## config.mk

```make
export PLATFORM = sky130hd
export DESIGN_NAME = afcr_config_regs
export DESIGN_NICKNAME = d
export VERILOG_FILES = /design/src/afcr_pkg.sv /design/src/afcr_config_regs.sv /design/src/afcr_span_decode.sv /design/src/afcr_cm_decode.sv
export SDC_FILE = /design/constraint.sdc
export NUM_CORES = 1
export LEC_CHECK = 0
export ABC_AREA = 1
export BUFFER_PORTS_ARGS = -buffer_cell sky130_fd_sc_hd__buf_2
export CORE_ASPECT_RATIO = 1.4
export CORE_MARGIN = 2
export CORE_UTILIZATION = 54
export CTS_CLUSTER_DIAMETER = 100
export DETAILED_ROUTE_END_ITERATION = 6
export GPL_TIMING_DRIVEN = 0
export MAX_ROUTING_LAYER = met4
export PLACE_DENSITY_LB_ADDON = 0.1
export SLEW_MARGIN = 30
export SYNTH_ARGS = -nofsm -noshare
export SYNTH_HDL_FRONTEND = slang
export SYNTH_HIERARCHICAL = 1
export SYNTH_SLANG_ARGS = --single-unit
export TNS_END_PERCENT = 100
```

## constraint.sdc

```tcl
create_clock -name clock -period 7.95 [get_ports clock]
set_input_delay 1.1925 -clock clock [delete_from_list [all_inputs] [get_ports clock]]
set_output_delay 1.1925 -clock clock [all_outputs]
set_load 0.005 [all_outputs]
```

## src/afcr_pkg.sv

```systemverilog
// Summary of operation
// - Bandwidth bits 9:2, bit 9 is channel 8
// - Bandwidth bit: 0 low-noise, 1 wide
// - Bits 1:0: none, 5-8, 1-4, all asleep
// - Second register bit 11 turns internal reference off
// - Second register bit 8: 0 DDR, 1 SDR
// - Four-bit span per channel, codes 0-5
// - Common-mode codes: half span, 6V, 12V
// - Bits 3 and 2 enable group common-mode control
// - Common-mode register bit 0 sleeps whole device
// - Sixteen-bit read/write registers, all reset zero
// - Global override clear forces 12V common mode
`default_nettype none

package afcr_pkg;

  // ==========================================================
  // Register map
  localparam int          REG_WIDTH       = 16;
  localparam int          ADDR_WIDTH      = 8;
  localparam logic [7:0]  ADDR_BW_PD      = 8'hC0;
  localparam logic [7:0]  ADDR_REF_RATE   = 8'hC1;
  localparam logic [7:0]  ADDR_SPAN_LO    = 8'hC2;
  localparam logic [7:0]  ADDR_SPAN_HI    = 8'hC3;
  localparam logic [7:0]  ADDR_CM_PD      = 8'hC4;
  localparam logic [7:0]  ADDR_CM_GLOBAL  = 8'hC5;
  localparam logic [15:0] REG_RESET       = 16'h0000;

  // ==========================================================
  // Field positions
  localparam int          CHANNELS        = 8;
  localparam int          GROUP_SIZE      = 4;
  localparam int          BW_LSB          = 2;
  localparam int          CH_SLEEP_LSB    = 0;
  localparam int          REF_OFF_BIT     = 11;
  localparam int          RATE_BIT        = 8;
  localparam int          SPAN_W          = 4;
  localparam int          CM_HI_RNG_LSB   = 8;
  localparam int          CM_LO_RNG_LSB   = 6;
  localparam int          CM_HI_EN_BIT    = 3;
  localparam int          CM_LO_EN_BIT    = 2;
  localparam int          DEV_SLEEP_BIT   = 0;
  localparam int          CM_OVERRIDE_BIT = 4;

  // ==========================================================
  // Field encodings
  localparam logic [1:0]  SLEEP_NONE      = 2'h0;
  localparam logic [1:0]  SLEEP_HIGH      = 2'h1;
  localparam logic [1:0]  SLEEP_LOW       = 2'h2;
  localparam logic [1:0]  SLEEP_ALL       = 2'h3;
  localparam logic [1:0]  CM_HALF_SPAN    = 2'h0;
  localparam logic [1:0]  CM_6V           = 2'h1;
  localparam logic [1:0]  CM_12V          = 2'h2;

  // ==========================================================
  // Spans in millivolts (half of full swing)
  localparam int          MV_WIDTH        = 14;
  localparam logic [13:0] MV_5V           = 14'h1388;
  localparam logic [13:0] MV_3V5          = 14'h0DAC;
  localparam logic [13:0] MV_2V5          = 14'h09C4;
  localparam logic [13:0] MV_7V           = 14'h1B58;
  localparam logic [13:0] MV_10V          = 14'h2710;
  localparam logic [13:0] MV_12V          = 14'h2EE0;
  localparam logic [13:0] MV_6V           = 14'h1770;

  typedef enum logic [3:0] {
    AFCR_SPAN_5V  = 4'h0,
    AFCR_SPAN_3V5 = 4'h1,
    AFCR_SPAN_2V5 = 4'h2,
    AFCR_SPAN_7V  = 4'h3,
    AFCR_SPAN_10V = 4'h4,
    AFCR_SPAN_12V = 4'h5
  } afcr_span_t;

endpackage : afcr_pkg

`default_nettype wire

```

## src/afcr_config_regs.sv

```systemverilog
// Our own choice: the plain strobed port.
`default_nettype none

module afcr_config_regs
  import afcr_pkg::*;
#(
  parameter int MV_W = MV_WIDTH
)
(
  input  wire logic                       clock,
  input  wire logic                       rst,
  input  wire logic                       clockEn,
  input  wire logic [ADDR_WIDTH-1:0]      regAddr,
  input  wire logic [REG_WIDTH-1:0]       regWrData,
  input  wire logic                       regWrite,
  input  wire logic                       regRead,
  output logic      [REG_WIDTH-1:0]       regRdData,
  output logic      [CHANNELS-1:0]        bandwidthWide,
  output logic      [CHANNELS-1:0]        channelPowered,
  output logic                            deviceAsleep,
  output logic                            internalRefOn,
  output logic                            singleDataRate,
  output logic      [CHANNELS*SPAN_W-1:0] spanCodes,
  output logic      [CHANNELS*MV_W-1:0]   spanHalfMv,
  output logic      [CHANNELS*MV_W-1:0]   cmLimitMv,
  output logic      [CHANNELS-1:0]        codeInvalid
);

  // ==========================================================
  // Register storage
  logic [REG_WIDTH-1:0] bwPdReg;
  logic [REG_WIDTH-1:0] refRateReg;
  logic [REG_WIDTH-1:0] spanLoReg;
  logic [REG_WIDTH-1:0] spanHiReg;
  logic [REG_WIDTH-1:0] cmPdReg;
  logic [REG_WIDTH-1:0] cmGlobalReg;
  logic [REG_WIDTH-1:0] next_bwPdReg;
  logic [REG_WIDTH-1:0] next_refRateReg;
  logic [REG_WIDTH-1:0] next_spanLoReg;
  logic [REG_WIDTH-1:0] next_spanHiReg;
  logic [REG_WIDTH-1:0] next_cmPdReg;
  logic [REG_WIDTH-1:0] next_cmGlobalReg;
  logic [REG_WIDTH-1:0] next_regRdData;
  logic [5:0]           wrSel;
  logic [5:0]           rdSel;

  // ==========================================================
  // Decoded control
  logic [CHANNELS-1:0]        next_bandwidthWide;
  logic [CHANNELS-1:0]        next_channelPowered;
  logic                       next_deviceAsleep;
  logic                       next_internalRefOn;
  logic                       next_singleDataRate;
  logic [CHANNELS*SPAN_W-1:0] next_spanCodes;
  logic [CHANNELS*MV_W-1:0]   next_spanHalfMv;
  logic [CHANNELS*MV_W-1:0]   next_cmLimitMv;
  logic [CHANNELS-1:0]        next_codeInvalid;
  logic [CHANNELS-1:0]        spanValid;
  logic [CHANNELS-1:0]        cmValid;
  logic [1:0]                 sleepCode;
  logic                       lowGroupSleep;
  logic                       highGroupSleep;
  logic                       cmOverride;

  // ==========================================================
  // Address decode, one select bit per register
  function automatic logic [5:0] decodeAddr
  (
    input logic [ADDR_WIDTH-1:0] addr
  );
    logic [5:0] sel;
    sel = 6'h00;
    if (addr == ADDR_BW_PD)
    begin
      sel[0] = 1'b1;
    end
    else if (addr == ADDR_REF_RATE)
    begin
      sel[1] = 1'b1;
    end
    else if (addr == ADDR_SPAN_LO)
    begin
      sel[2] = 1'b1;
    end
    else if (addr == ADDR_SPAN_HI)
    begin
      sel[3] = 1'b1;
    end
    else if (addr == ADDR_CM_PD)
    begin
      sel[4] = 1'b1;
    end
    else if (addr == ADDR_CM_GLOBAL)
    begin
      sel[5] = 1'b1;
    end
    return sel;
  endfunction : decodeAddr

  // ==========================================================
  // Register write path
  always_comb
  begin
    wrSel            = decodeAddr(regAddr);
    next_bwPdReg     = bwPdReg;
    next_refRateReg  = refRateReg;
    next_spanLoReg   = spanLoReg;
    next_spanHiReg   = spanHiReg;
    next_cmPdReg     = cmPdReg;
    next_cmGlobalReg = cmGlobalReg;
    // All bits stored, reserved ones too
    if (regWrite)
    begin
      if (wrSel[0])
      begin
        next_bwPdReg = regWrData;
      end
      else if (wrSel[1])
      begin
        next_refRateReg = regWrData;
      end
      else if (wrSel[2])
      begin
        next_spanLoReg = regWrData;
      end
      else if (wrSel[3])
      begin
        next_spanHiReg = regWrData;
      end
      else if (wrSel[4])
      begin
        next_cmPdReg = regWrData;
      end
      else if (wrSel[5])
      begin
        next_cmGlobalReg = regWrData;
      end
    end
  end

  // ==========================================================
  // Register read path
  always_comb
  begin
    rdSel          = decodeAddr(regAddr);
    next_regRdData = REG_RESET;
    if (regRead)
    begin
      if (rdSel[0])
      begin
        next_regRdData = bwPdReg;
      end
      else if (rdSel[1])
      begin
        next_regRdData = refRateReg;
      end
      else if (rdSel[2])
      begin
        next_regRdData = spanLoReg;
      end
      else if (rdSel[3])
      begin
        next_regRdData = spanHiReg;
      end
      else if (rdSel[4])
      begin
        next_regRdData = cmPdReg;
      end
      else if (rdSel[5])
      begin
        next_regRdData = cmGlobalReg;
      end
      else
      begin
        next_regRdData = REG_RESET;
      end
    end
  end

  // ==========================================================
  // Register flops
  always_ff @(posedge clock)
  begin
    if (rst)
    begin
      bwPdReg     <= REG_RESET;
      refRateReg  <= REG_RESET;
      spanLoReg   <= REG_RESET;
      spanHiReg   <= REG_RESET;
      cmPdReg     <= REG_RESET;
      cmGlobalReg <= REG_RESET;
      regRdData   <= REG_RESET;
    end
    else if (clockEn)
    begin
      bwPdReg     <= next_bwPdReg;
      refRateReg  <= next_refRateReg;
      spanLoReg   <= next_spanLoReg;
      spanHiReg   <= next_spanHiReg;
      cmPdReg     <= next_cmPdReg;
      cmGlobalReg <= next_cmGlobalReg;
      regRdData   <= next_regRdData;
    end
  end

  // ==========================================================
  // Power, reference and interface rate
  always_comb
  begin
    sleepCode           = next_bwPdReg[CH_SLEEP_LSB +: 2];
    lowGroupSleep       = (sleepCode == SLEEP_LOW) || (sleepCode == SLEEP_ALL);
    highGroupSleep      = (sleepCode == SLEEP_HIGH) || (sleepCode == SLEEP_ALL);
    next_deviceAsleep   = next_cmPdReg[DEV_SLEEP_BIT];
    next_internalRefOn  = !next_refRateReg[REF_OFF_BIT];
    next_singleDataRate = next_refRateReg[RATE_BIT];
    // Bit i of the field drives channel i+1
    next_bandwidthWide  = next_bwPdReg[BW_LSB +: CHANNELS];
    next_spanCodes      = {next_spanHiReg, next_spanLoReg};
    cmOverride          = next_cmGlobalReg[CM_OVERRIDE_BIT];
    next_channelPowered = '0;
    for (int i = 0; i < CHANNELS; i++)
    begin
      if (i < GROUP_SIZE)
      begin
        next_channelPowered[i] = !next_deviceAsleep && !lowGroupSleep;
      end
      else
      begin
        next_channelPowered[i] = !next_deviceAsleep && !highGroupSleep;
      end
    end
  end

  // ==========================================================
  // Per-channel span and common-mode decode
  genvar ch;
  generate
    for (ch = 0; ch < CHANNELS; ch++)
    begin : g_channel
      localparam bit HIGH_GROUP = (ch >= GROUP_SIZE);
      logic       groupEnable;
      logic [1:0] rangeCode;

      assign groupEnable = HIGH_GROUP ? next_cmPdReg[CM_HI_EN_BIT]
                                      : next_cmPdReg[CM_LO_EN_BIT];
      assign rangeCode   = HIGH_GROUP ? next_cmPdReg[CM_HI_RNG_LSB +: 2]
                                      : next_cmPdReg[CM_LO_RNG_LSB +: 2];

      afcr_span_decode #(
        .MV_W (MV_W)
      ) u_span (
        .spanCode   (next_spanCodes[ch*SPAN_W +: SPAN_W]),
        .halfSpanMv (next_spanHalfMv[ch*MV_W +: MV_W]),
        .codeValid  (spanValid[ch])
      );

      afcr_cm_decode #(
        .MV_W (MV_W)
      ) u_cm (
        .globalOverride (cmOverride),
        .groupEnable    (groupEnable),
        .rangeCode      (rangeCode),
        .halfSpanMv     (next_spanHalfMv[ch*MV_W +: MV_W]),
        .cmLimitMv      (next_cmLimitMv[ch*MV_W +: MV_W]),
        .codeValid      (cmValid[ch])
      );
    end
  endgenerate

  assign next_codeInvalid = ~(spanValid & cmValid);

  // ==========================================================
  // Decoded output flops
  always_ff @(posedge clock)
  begin
    if (rst)
    begin
      bandwidthWide  <= '0;
      channelPowered <= '1;
      deviceAsleep   <= 1'b0;
      internalRefOn  <= 1'b1;
      singleDataRate <= 1'b0;
      spanCodes      <= '0;
      spanHalfMv     <= {CHANNELS{MV_W'(MV_5V)}};
      cmLimitMv      <= {CHANNELS{MV_W'(MV_12V)}};
      codeInvalid    <= '0;
    end
    else if (clockEn)
    begin
      bandwidthWide  <= next_bandwidthWide;
      channelPowered <= next_channelPowered;
      deviceAsleep   <= next_deviceAsleep;
      internalRefOn  <= next_internalRefOn;
      singleDataRate <= next_singleDataRate;
      spanCodes      <= next_spanCodes;
      spanHalfMv     <= next_spanHalfMv;
      cmLimitMv      <= next_cmLimitMv;
      codeInvalid    <= next_codeInvalid;
    end
  end

endmodule : afcr_config_regs

`default_nettype wire

```

## src/afcr_span_decode.sv

```systemverilog
`default_nettype none

module afcr_span_decode
  import afcr_pkg::*;
#(
  parameter int MV_W = MV_WIDTH
)
(
  input  wire logic [3:0]      spanCode,
  output logic      [MV_W-1:0] halfSpanMv,
  output logic                 codeValid
);

  // ==========================================================
  // Span code to half-swing millivolts
  always_comb
  begin
    codeValid  = 1'b1;
    halfSpanMv = MV_W'(MV_5V);
    case (spanCode)
      AFCR_SPAN_5V:  halfSpanMv = MV_W'(MV_5V);
      AFCR_SPAN_3V5: halfSpanMv = MV_W'(MV_3V5);
      AFCR_SPAN_2V5: halfSpanMv = MV_W'(MV_2V5);
      AFCR_SPAN_7V:  halfSpanMv = MV_W'(MV_7V);
      AFCR_SPAN_10V: halfSpanMv = MV_W'(MV_10V);
      AFCR_SPAN_12V: halfSpanMv = MV_W'(MV_12V);
      default:
      begin
        // Undefined code: flagged, falls back to 5V
        codeValid  = 1'b0;
        halfSpanMv = MV_W'(MV_5V);
      end
    endcase
  end

endmodule : afcr_span_decode

`default_nettype wire

```

## src/afcr_cm_decode.sv

```systemverilog
`default_nettype none

module afcr_cm_decode
  import afcr_pkg::*;
#(
  parameter int MV_W = MV_WIDTH
)
(
  input  wire logic            globalOverride,
  input  wire logic            groupEnable,
  input  wire logic [1:0]      rangeCode,
  input  wire logic [MV_W-1:0] halfSpanMv,
  output logic      [MV_W-1:0] cmLimitMv,
  output logic                 codeValid
);

  // ==========================================================
  // Common-mode limit for one channel
  logic [MV_W-1:0] halfRangeMv;

  // Half of the selected span magnitude
  assign halfRangeMv = {1'b0, halfSpanMv[MV_W-1:1]};

  always_comb
  begin
    codeValid = 1'b1;
    cmLimitMv = MV_W'(MV_12V);
    if (!globalOverride)
    begin
      cmLimitMv = MV_W'(MV_12V);
    end
    else if (!groupEnable)
    begin
      // Wide control off: limit follows the span
      cmLimitMv = halfRangeMv;
    end
    else
    begin
      case (rangeCode)
        CM_HALF_SPAN: cmLimitMv = halfRangeMv;
        CM_6V:        cmLimitMv = MV_W'(MV_6V);
        CM_12V:       cmLimitMv = MV_W'(MV_12V);
        default:
        begin
          codeValid = 1'b0;
          cmLimitMv = MV_W'(MV_12V);
        end
      endcase
    end
  end

endmodule : afcr_cm_decode

`default_nettype wire

```

# Word level (Yosys, flattened, before mapping)
# Index checks and enable logic that the tools add are counted.
[totals]
reg_bits = 392
[op_classes]
n_eq_ne = 53
muxes = 91
n_bitwise = 7
reduce_logical = 32
[op_table]
columns = ["cell", "n"]
rows = [
  ["14-bit case mux with 5 select lines", 8],
  ["16-bit 2-to-1 mux", 16],
  ["14-bit 2-to-1 mux", 16],
  ["14-bit case mux with 2 select lines", 8],
  ["10-bit 2-to-1 mux", 8],
  ["4-bit by 2-bit equality test with 1-bit output (second input constant)", 16],
  ["4-bit by 3-bit equality test with 1-bit output (second input constant)", 16],
  ["8-bit equality test (second input constant)", 6],
  ["6-bit OR reduction", 8],
  ["5-bit 2-to-1 mux", 8],
  ["12-bit 2-to-1 mux", 3],
  ["4-bit by 1-bit equality test with 1-bit output (second input constant)", 8],
  ["4-bit zero test", 8],
  ["1-bit 2-to-1 mux", 21],
  ["8-bit AND", 1],
  ["2-bit equality test (second input constant)", 4],
  ["8-bit NOT", 1],
  ["8-bit AND reduction", 1],
  ["7-bit AND reduction", 1],
  ["2-bit by 1-bit equality test with 1-bit output (second input constant)", 3],
  ["3-bit OR reduction", 2],
  ["1-bit NOT", 5],
  ["1-bit zero test", 4],
  ["2-bit zero test", 2],
  ["other kinds (7)", 9],
]

# Depth between registers and ports, before layout
# Gate-level depths: netlist of the first run.
[depth]
depth_word = 20
ltp_mapped = 20
mapped_depth_nobuf = 19

# Modules after synthesis
# The synthesis of the first run kept the hierarchy.
[by_module_without_submodules]
columns = ["mod", "n_inst", "cells_each", "area_per_inst_um2"]
rows = [
  ["afcr_config_regs", 1, 1902, 14072.2],
  ["afcr_cm_decode", 8, 33, 172.7],
  ["afcr_span_decode at g_channel[2].u_span ...", 6, 37, 166.4],
  ["afcr_span_decode at g_channel[1].u_span", 1, 34, 177.7],
  ["afcr_span_decode at g_channel[0].u_span", 1, 30, 151.4],
]

# Worst setup path before layout of the first run
# OpenSTA, ideal clock, no wires.
[synth_path]
kind = "input -> register"
start = "input regAddr[3]"
end = "register codeInvalid[0]"
setup_time_ps = 83
t_arrival_ps = 5765
setup_slack_ps = 2102
path_stages = 8
path_buffers = 1
path_cell_list = "inv_1 nand2_1 nor2_4 nand3_2 clkbuf_1 o21ai_0 nand4_1 a31oi_1"
[synth_via]
elab_cells_between_ends = 51
[synth_lines]
columns = ["item", "line", "rtl"]
rows = [
  ["from (decl)", "afcr_config_regs.sv:13", "input wire logic [ADDR_WIDTH-1:0] regAddr,"],
  ["8-bit equality test", "afcr_config_regs.sv:93", "else if (addr == ADDR_CM_GLOBAL)"],
  ["1-bit 2-to-1 mux", "afcr_config_regs.sv:93", ""],
  ["1-bit 2-to-1 mux", "afcr_config_regs.sv:89", "else if (addr == ADDR_CM_PD)"],
  ["2-bit 2-to-1 mux", "afcr_config_regs.sv:85", "else if (addr == ADDR_SPAN_HI)"],
  ["3-bit 2-to-1 mux", "afcr_config_regs.sv:81", "else if (addr == ADDR_SPAN_LO)"],
  ["4-bit 2-to-1 mux", "afcr_config_regs.sv:77", "else if (addr == ADDR_REF_RATE)"],
  ["5-bit 2-to-1 mux", "afcr_config_regs.sv:73", "if (addr == ADDR_BW_PD)"],
  ["5-bit 2-to-1 mux", "afcr_config_regs.sv:134", "else if (wrSel[5])"],
  ["[... 3 more ...]", "--", ""],
  ["5-bit 2-to-1 mux", "afcr_config_regs.sv:118", "else if (wrSel[1])"],
  ["5-bit 2-to-1 mux *", "afcr_config_regs.sv:114", "if (wrSel[0])"],
  ["5-bit 2-to-1 mux *", "afcr_config_regs.sv:112", "if (regWrite)"],
  ["named net next_cmGlobalReg[4]", "afcr_config_regs.sv:42", "logic [REG_WIDTH-1:0] next_cmGlobalReg;"],
  ["1-bit 2-to-1 mux *", "afcr_cm_decode.sv:28", "if (!globalOverride)"],
  ["named net cmValid[0]", "afcr_config_regs.sv:59", "logic [CHANNELS-1:0] cmValid;"],
  ["8-bit AND *", "afcr_config_regs.sv:270", "assign next_codeInvalid = ~(spanValid & cmValid);"],
  ["8-bit NOT *", "afcr_config_regs.sv:270", ""],
  ["to (signal assigned)", "afcr_config_regs.sv:298", "codeInvalid <= next_codeInvalid;"],
  ["to (decl)", "afcr_config_regs.sv:26", "output logic [CHANNELS-1:0] codeInvalid"],
]
# The timed path passes the listed nets; every way through them passes the cells marked *.
# A chain may end at the register's enable or synchronous reset.

# Worst setup path after layout of the first run
[layout_path]
start = "input regAddr[4]"
end = "register cmLimitMv[110]"
[layout_via]
elab_cells_between_ends = 46
[layout_lines]
columns = ["item", "line", "rtl"]
rows = [
  ["8-bit equality test", "afcr_config_regs.sv:85", ""],
  ["1-bit 2-to-1 mux", "afcr_config_regs.sv:85", ""],
  ["3-bit 2-to-1 mux", "afcr_config_regs.sv:81", ""],
  ["4-bit 2-to-1 mux", "afcr_config_regs.sv:77", ""],
  ["5-bit 2-to-1 mux", "afcr_config_regs.sv:73", ""],
  ["16-bit 2-to-1 mux", "afcr_config_regs.sv:126", "else if (wrSel[3])"],
  ["16-bit 2-to-1 mux", "afcr_config_regs.sv:122", "else if (wrSel[2])"],
  ["16-bit 2-to-1 mux", "afcr_config_regs.sv:118", ""],
  ["[... 2 more ...]", "--", ""],
  ["named net next_spanHiReg[15]", "afcr_config_regs.sv:40", "logic [REG_WIDTH-1:0] next_spanHiReg;"],
  ["4-bit by 3-bit equality test with 1-bit output (tied with other cells)", "afcr_span_decode.sv:20", "case (spanCode)"],
  ["14-bit case mux with 5 select lines *", "afcr_span_decode.sv:20", ""],
  ["named net next_spanHalfMv[111]", "afcr_config_regs.sv:55", "logic [CHANNELS*MV_W-1:0] next_spanHalfMv;"],
  ["14-bit case mux with 2 select lines", "afcr_cm_decode.sv:39", "case (rangeCode)"],
  ["14-bit 2-to-1 mux *", "afcr_cm_decode.sv:32", "else if (!groupEnable)"],
  ["14-bit 2-to-1 mux *", "afcr_cm_decode.sv:28", ""],
  ["named net next_cmLimitMv[110]", "afcr_config_regs.sv:56", "logic [CHANNELS*MV_W-1:0] next_cmLimitMv;"],
  ["to (signal assigned)", "afcr_config_regs.sv:285", "cmLimitMv <= {CHANNELS{MV_W'(MV_12V)}};"],
  ["to (signal assigned)", "afcr_config_regs.sv:297", "cmLimitMv <= next_cmLimitMv;"],
  ["to (decl)", "afcr_config_regs.sv:25", "output logic [CHANNELS*MV_W-1:0] cmLimitMv,"],
]
# Marked as above.

==> reports/results.ini, run 1 <==
[status]
status=completed

[placed_design]
port-buffer-count=326
place.gp.congestion=1.02
hpwl_um=44700
dp.cells=3179

[clock_tree]
cts-root-buf=clkbuf_16
clk_pin_slew_worst_paths_ps=70
ctsLongestPathBuffers=3
tritoncts=done
cts.sinks=347
post_cts_buffers=0
ctsHoldBuffers=0
cts_resized=0
numCtsBuffers=36
cts_max_level=2
insertion_delay_ps=530

[setup_path]
crit_chain=buf_2 -> inv_1 -> nand2_1 -> nor2_4 -> nand2_4 -> inv_4 -> nor2_8 -> nand2_8 -> inv_6 -> buf_12 -> nand2_2 -> nand2_2 -> inv_1 -> nand2_1 -> nor2_1 -> a21oi_1 -> nor2_1 -> nor2_1 -> nor2_1
r2r_start=spanHiReg[14]
cp_slowest_cell=nor2_1
critPathKind=input pin to flop
cpPeakStageDelay_ps=460
startpoint_type=input pin
crit_start=regAddr[4]
crit_path_end_kind=flop
required_ps=8420
path_buf_inv=6
crit_path_frequent_cell=nor2_1
worstPathArrival_ps=3840
reg2reg_depth=8
crit_fanout=10
cpLargestDelayFamily=simple AND/OR/NAND/NOR gates
regToRegEndpoint=cmLimitMv[110]
r2r_slack_ps=5930

[worst_hold_path]
min_to=refRateReg[13]
holdPathStages=2
hp-start=refRateReg[13]
hold_path.class=flop to flop

[route]
wire_per_inst_um=18.1
routed-via-count=17400
drt_pass1_iterations=5
wirelength_um=58600
via_per_inst=5.37
final_antenna_net_count=0
drc=0
drtIter0Drc=1102

[floorplanning]
row_count=76
start_util=0.546
dieArea_um2=32500
ios=328
die_w_um=153
die_h_um=213
core-area_um2=30700

[timing]
setup_tns_ps=0
worst_pin_slew_ps=950
finalSetupViolations=0
final_hold_viol_count=0
clock_skew_ps=10.6
holdWs_ps=450
post-route-period-util=0.424
layout_min_cycle_time_ps=3370
clock.fmax_mhz=297
rsz0062_at_grt=no
maxSlewHeadroom=0.367
slew_violations=0

[finish]
most-common-layout-cells=nand2_1, nor2_1, buf_2
area_delta_synth_final_pct=20.5
layout-drive-gt1-share=0.232
fin_nets=2856
antenna_cells=0
mostFrequentLayoutCell=nand2_1
final_cells=3240

[grt]
grt_start_max_net_pins=14
grt_pass1_vias=16500
antenna_found_initial=0
grt_first_pass_wirelength_um=89900
grtUsageTotal=0.361
grt_overflow=0

[power_and_ir_drop]
clock_power_share=0.415
p_sw_mw=1.16
leakage_nw=10.0
irDropWorstVdd_mv=0.170
switching_share=0.274
combPwrFrac=0.141
power_density_nw_per_um2=209
pwr-share-seq=0.444
power.internal_mw=3.06

[synth]
netlist_instances=2452
syn_area_per_cell_um2=6.84
synth_area_leaders=dfxtp_1, nand2_1, nor2_1, o21ai_0, a21oi_1
synth.largest_area_cell=dfxtp_1
syn-cell-area_um2=16800
synth-seq-cells=347
yosysTopAreaCellShare=0.414
yosysWarningCount=6
synth.distinct_cells=35
synth_seq_area_share=0.414

[job]
maxCapViolCount=0

[cell families after synthesis]
family	after synthesis	share of synthesized area
buffers and inverters	383	0.105
AO/OA/AOI/OAI	442	0.141
other	8	0.00179
AND/OR/NAND/NOR	1272	0.338
flip-flops	347	0.414
[state kept, by name (all words and copies together) (netlist names)]
signal and cells:
cmLimitMv 112, spanHalfMv 112, bwPdReg 16, cmGlobalReg 16, cmPdReg 16, refRateReg 16, regRdData 16, spanHiReg 16
spanLoReg 15, codeInvalid 8, channelPowered 2, internalRefOn 1, spanCodes 1
[worst max-delay path by stage]
stage | end | slack [ps] | cells past startpoint
after floorplan | codeInvalid[0] | 2100 | 8
after global placement | cmLimitMv[110] | 390 | 11
after detailed placement | cmLimitMv[110] | 4080 | 19
after CTS | cmLimitMv[110] | 4630 | 19
after global routing | cmLimitMv[110] | 4500 | 19
final | cmLimitMv[110] | 4580 | 19
[cells in the mapped netlist]
library cell / instances
nand3_2: 9
clkbuf_1: 83
nand4_1: 30
o21ai_0: 213
nand2_1: 542
dfxtp_1: 347
a31oi_1: 8
nor2_4: 10
o211ai_1: 2
inv_6: 1
o21ai_2: 8
inv_4: 10
nor2_1: 409
buf_6: 14
buf_1: 7
a211oi_2: 10
inv_2: 21
conb_1: 8
a21oi_2: 9
nand2_8: 10
buf_12: 1
nand2_2: 74
nor3_1: 8
nand2_4: 10
nor2_8: 1
clkinv_1: 1
or2_1: 1
buf_4: 36
nor2_2: 15
a21oi_1: 161
nand3_1: 152
buf_2: 36
nand4_2: 1
o21ai_1: 31
inv_1: 173
[worst reg2reg max path: stages (launching register included)]
cell and delay (ps):
dfxtp_1 410, nand2_1 70, nand2_1 210, nand2_1 130, nor2_1 460, a21oi_1 80
nor2_1 410, nor2_1 100, nor2_1 100
[layer usage]
metal  share of wire  vias up  global-route usage
met5               0        -                   -
met4           0.066        0               0.212
met3           0.084      175              0.0781
met2            0.47      708               0.603
met1            0.38     7995               0.398
li1                -     8507                   -
[through the flow]
step / setup WS [ps] / utilization / area, um2 / power [mW]
2_1_floorplan: 2100 / - / 16800 / 2.26
3_3_place_gp: 389 / 0.616 / 18900 / 2.48
3_5_place_dp: 4080 / 0.619 / 19000 / 2.49
4_1_cts: 4630 / 0.658 / 20200 / 4.22
5_1_grt: 4500 / 0.658 / 20200 / 4.38
6_report: 4580 / 0.658 / 20200 / 4.22
[power by group through the flow]
stage,clock network (mW),registers [mW],logic [mW]
floorplan,0,1.91,0.345
global placement,0,1.91,0.575
detailed placement,0,1.91,0.584
CTS,1.76,1.87,0.587
global route,1.84,1.88,0.658
finish,1.75,1.87,0.595
[layout make-up]
class	instances	area, um2
inverter	206	803
fill	2914	10500
timing repair buffer	329	1700
multi-input combinational	1730	8110
tap	390	488
sequential	347	6950
buffer	177	967
clock inverter	6	105
clock buffer	55	1090
No activity file was read; power rests on OpenSTA's default activity.
==> inputs of run 2 (changes only) <==
Settings changed: ABC_AREA 1 to 0, CORE_UTILIZATION 54 to 51.
Clock period 7.95 ns to 2.77 ns, I/O delays scaled along.
==> reports/results.ini, run 2 <==
[synth]
yosysTopAreaCellShare=0.414
synth_area_leaders=dfxtp_1, mux2i_1, nor2_1, a211o_1, nor2b_1
synth_top_family_by_area=simple AND/OR/NAND/NOR gates
yosysWarningCount=6
ys.flop_type=dfxtp_1
synth_simple_gate_area_frac=0.203
synth_mux_area_frac=0.191
synth_common_cells=dfxtp_1, mux2i_1, nor2_1, nor2b_1, a211o_1
async_reset_ff_frac=0
synth_edf_count=0
syn-cell-area_um2=16800
synth.distinct_cells=62
synth_xor_xnor_area_share=0.00418
netlist_instances=1710
synth_compound_area_frac=0.125
synth-seq-cells=347
synth_seq_area_share=0.414
synth.largest_area_cell=dfxtp_1
synth_fa_ha_area_frac=0
yosysMostFrequentCell=dfxtp_1
syn_area_per_cell_um2=9.81

[route]
wire_per_inst_um=20.9
drt_pass1_iterations=5
routed-via-count=14000
via_per_inst=5.52
drc=0
drtIter0Drc=689
wirelength_um=53000
final_antenna_net_count=0

[timing]
maxSlewHeadroom=0.425
final_hold_viol_count=0
clock.fmax_mhz=377
rsz0062_at_grt=no
layout_min_cycle_time_ps=2650
post-route-period-util=0.957
fin_ws_ps=119
finalSetupViolations=0
slew_violations=0
worst_pin_slew_ps=862
clock_skew_ps=19.8

[floorplanning]
start_util=0.518
die_h_um=219
row_count=78
ios=328
die_w_um=157
dieArea_um2=34400
core-area_um2=32400

[setup_path]
crit_path_end_kind=flop
required_ps=3180
worstPathArrival_ps=3070
startpoint_type=input pin
crit_fanout=10
critPathKind=input pin to flop

[clock_tree]
post_cts_buffers=0
numCtsBuffers=35
cts_resized=0
ctsHoldBuffers=0
clk_pin_slew_worst_paths_ps=60
ctsLongestPathBuffers=3
cts_max_level=2
insertion_delay_ps=530
cts-root-buf=clkbuf_16
cts.sinks=347
tritoncts=done

[placed_design]
dp.cells=2472
post-place-ws_ps=-351
place.gp.congestion=0.907
port-buffer-count=314
hpwl_um=39600

[finish]
fin_nets=2098
area_delta_synth_final_pct=20.6
fill_cells=2897
final_cells=2536
multi_input_comb_area_um2=8840
most-common-layout-cells=buf_2, dfxtp_1, mux2i_1
regArea_um2=6950
reg_top3=cmLimitMv x112, spanHalfMv x112
layout-drive-gt1-share=0.303

[power_and_ir_drop]
irDropWorstVdd_mv=0.570
power_density_nw_per_um2=553
leakage_nw=9.56

[grt]
grt_overflow=0
grt_start_max_net_pins=17
grtUsageTotal=0.309
antenna_found_initial=1
grt_pass1_vias=13700
grt_first_pass_wirelength_um=78800

[job]
maxCapViolCount=0

[status]
status=completed

[worst_hold_path]
hold_path.class=input pin to flop

[run 2: cell count changes after synthesis, sizes merged, moves of 55 or more]
cell / change
a21oi: -125
nand3: -149
nand2: -602
nor2b: +100
o21ai: -223
a211o: +96
mux2i: +255
nor2: -169
inv: -191
mux2: +55
[run 2: layout make-up]
cell class | instances | share of cell area
Antenna cell | 1 | 0.000124
Buffer | 168 | 0.0479
Clock buffer | 52 | 0.0550
Clock inverter | 11 | 0.00928
Inverter | 14 | 0.00260
Multi-Input combinational cell | 1189 | 0.437
Sequential cell | 347 | 0.343
Tap cell | 440 | 0.0272
Timing Repair Buffer | 314 | 0.0777
[run 2: layer usage]
metal | GRT usage | up-vias | routed length [um]
met3 | 0.0827 | 105 | 4160
met4 | 0.103 | 0 | 1740
li1 | - | 6660 | -
met5 | - | - | 0
met2 | 0.522 | 476 | 25800
met1 | 0.353 | 6747 | 21200
[run 2: worst max-delay path, cell delays in order]
cell and delay, ps:
buf_2 110, buf_2 220, buf_4 250, buf_2 300, nand4_1 170, mux2_2 590, buf_6 210, a21boi_4 220
inv_2 80, a21o_1 180, a211o_1 300
[run 2: power by group]
part           internal (mW)  switching [mW]  leakage [nW]  total [mW]
Sequential              5.08          0.0517          2.82        5.13
Clock                   3.25            2.03         0.635        5.28
Combinational          0.299           0.483          6.11       0.782
[run 2: kinds of logic after synthesis]
| group | count (synthesis) |
|---|---|
| buffers and inverters | 182 |
| other | 8 |
| AOI/OAI and AO/OA | 271 |
| muxes | 310 |
| DFF | 347 |
| xor gates and xnor gates | 8 |
| and+or+nand+nor | 584 |
[run 2: worst paths after layout]
check | depth (start not counted) | to | slack (ps) | startpoint
setup / recovery | 11 | cmLimitMv[39] | 120 | regAddr[0]
hold / removal | 3 | cmPdReg[15] | 280 | regWrData[15]
setup reg to reg | 6 | cmLimitMv[39] | 770 | cmGlobalReg[4]
hold reg to reg | 2 | regRdData[2] | 450 | regRdData[2]
[run 2: metrics by stage]
| step | area [um2] | total power, mW | hold WS, ps | utilization | setup TNS [ps] |
|---|---|---|---|---|---|
| 2_1_floorplan | 16800 | 5.70 | 449 | - | 0 |
| 3_3_place_gp | 18900 | 6.01 | 433 | 0.584 | -31360 |
| 3_5_place_dp | 18900 | 6.02 | 439 | 0.584 | -26680 |
| 4_1_cts | 20200 | 11.3 | 259 | 0.624 | 0 |
| 5_1_grt | 20200 | 11.5 | 275 | 0.624 | 0 |
| 6_report | 20200 | 11.2 | 283 | 0.624 | 0 |
==> inputs of run 3 (changes only) <==
Settings changed: BUFFER_PORTS_ARGS -buffer_cell sky130_fd_sc_hd__buf_2 to -buffer_cell sky130_fd_sc_hd__buf_4.
==> reports/results.ini, run 3 (synthesized netlist as in run 2, its figures left out) <==
[status]
status=completed

[finish]
most-common-layout-cells=buf_4, dfxtp_1, mux2i_1
reg_top3=cmLimitMv x112, spanHalfMv x112
fin_nets=2099
finalInstanceArea_um2=20800
final_cells=2532
mostFrequentLayoutCell=buf_4
area_delta_synth_final_pct=24.3
layout-drive-gt1-share=0.300
final_util=0.643
fill_cells=2885

[clock_tree]
cts.sinks=347
cts-root-buf=clkbuf_16
insertion_delay_ps=540
ctsHoldBuffers=0
numCtsBuffers=36
post_cts_buffers=0
clk_pin_slew_worst_paths_ps=60
tritoncts=done
cts_max_level=2
ctsLongestPathBuffers=3
cts_resized=0

[placed_design]
post-place-ws_ps=-373
place.gp.congestion=0.913
port-buffer-count=314
post_dp_cell_area_um2=19700
dp.cells=2472
hpwl_um=40700

[floorplanning]
row_count=78
ios=328
start_util=0.518
die_h_um=219
core-area_um2=32400
dieArea_um2=34400
die_w_um=157

[grt]
grtUsageTotal=0.318
grt_overflow=0
grt_first_pass_wirelength_um=81100
grt_pass1_vias=14000
grt_start_max_net_pins=17
antenna_found_initial=3

[timing]
clock_skew_ps=25.4
holdWs_ps=215
fin_ws_ps=130
finalSetupViolations=0
slew_violations=0
layout_min_cycle_time_ps=2640
worst_pin_slew_ps=832
setup_tns_ps=0
final_hold_viol_count=0
maxSlewHeadroom=0.446
rsz0062_at_grt=no
clock.fmax_mhz=379
post-route-period-util=0.953

[route]
drt_pass1_iterations=5
wirelength_um=54500
wire_per_inst_um=21.5
drtIter0Drc=747
routed-via-count=14100
via_per_inst=5.58
final_antenna_net_count=0
drc=0

[power_and_ir_drop]
power.internal_mw=8.19
combPwrFrac=0.078
power_density_nw_per_um2=516
clock_power_share=0.444
irDropWorstVdd_mv=0.510
p_sw_mw=2.57
leakage_nw=9.64
pwr-share-seq=0.478
total_power_mw=10.8
switching_share=0.239

[setup_path]
crit_path_end_kind=flop
critPathKind=input pin to flop
required_ps=3180
startpoint_type=input pin
crit_fanout=10
worstPathArrival_ps=3050

[job]
maxCapViolCount=0

[worst_hold_path]
hold_path.class=input pin to flop

## run 3: changes by cell type in the layout (fill, tap and decap cells not counted)
cell	change
diode_2	+1
clkbuf_8	-8
clkbuf_1	+4
clkinv_2	+1
buf_2	-314
clkinv_4	+1
bufinv_16	-3
buf_4	+314
## run 3: area by class of cell
| class | instances | area [um2] | share of cell area |
|---|---|---|---|
| clock inverter | 10 | 111 | 0.00534 |
| inverter | 14 | 52.6 | 0.00252 |
| timing repair buffer | 314 | 2360 | 0.113 |
| antenna | 2 | 5.00 | 0.000240 |
| clock buffer | 48 | 1020 | 0.0488 |
| sequential | 347 | 6950 | 0.333 |
| multi-input combinational | 1189 | 8840 | 0.424 |
| buffer | 168 | 970 | 0.0465 |
| tap | 440 | 551 | 0.0264 |
## run 3: final timing paths
path | end | slack [ps] | start | depth (start not counted)
worst min-delay path | spanHiReg[15] | 220 | regWrData[15] | 3
worst max-delay path | cmLimitMv[75] | 130 | regAddr[3] | 11
worst max register to register | cmLimitMv[109] | 760 | cmGlobalReg[4] | 6
worst min register to register | regRdData[5] | 460 | regRdData[5] | 2
## run 3: power groups by stage
| stage | combinational [mW] | clock (mW) | sequential (mW) |
|---|---|---|---|
| floorplan | 0.463 | 0 | 5.24 |
| global placement | 0.822 | 0 | 5.25 |
| detailed placement | 0.833 | 0 | 5.25 |
| CTS | 0.836 | 4.85 | 5.14 |
| global route | 0.899 | 5.04 | 5.15 |
| finish | 0.839 | 4.78 | 5.14 |
## run 3: worst max-delay path, cell delays in order
cell	delay [ps]
buf_4	120
nor4b_4	410
and2_4	260
nand4_4	190
buf_6	230
mux2_4	300
buf_2	190
nand4bb_1	180
o21ai_0	220
nand3b_1	220
a211o_1	300
## run 3: per-layer routing
layer / global-route usage / up-vias / share of wire
met5: - / - / 0
met4: 0.132 / 0 / 0.043
met3: 0.0809 / 132 / 0.073
met2: 0.535 / 472 / 0.49
met1: 0.358 / 6862 / 0.39
li1: - / 6653 / -
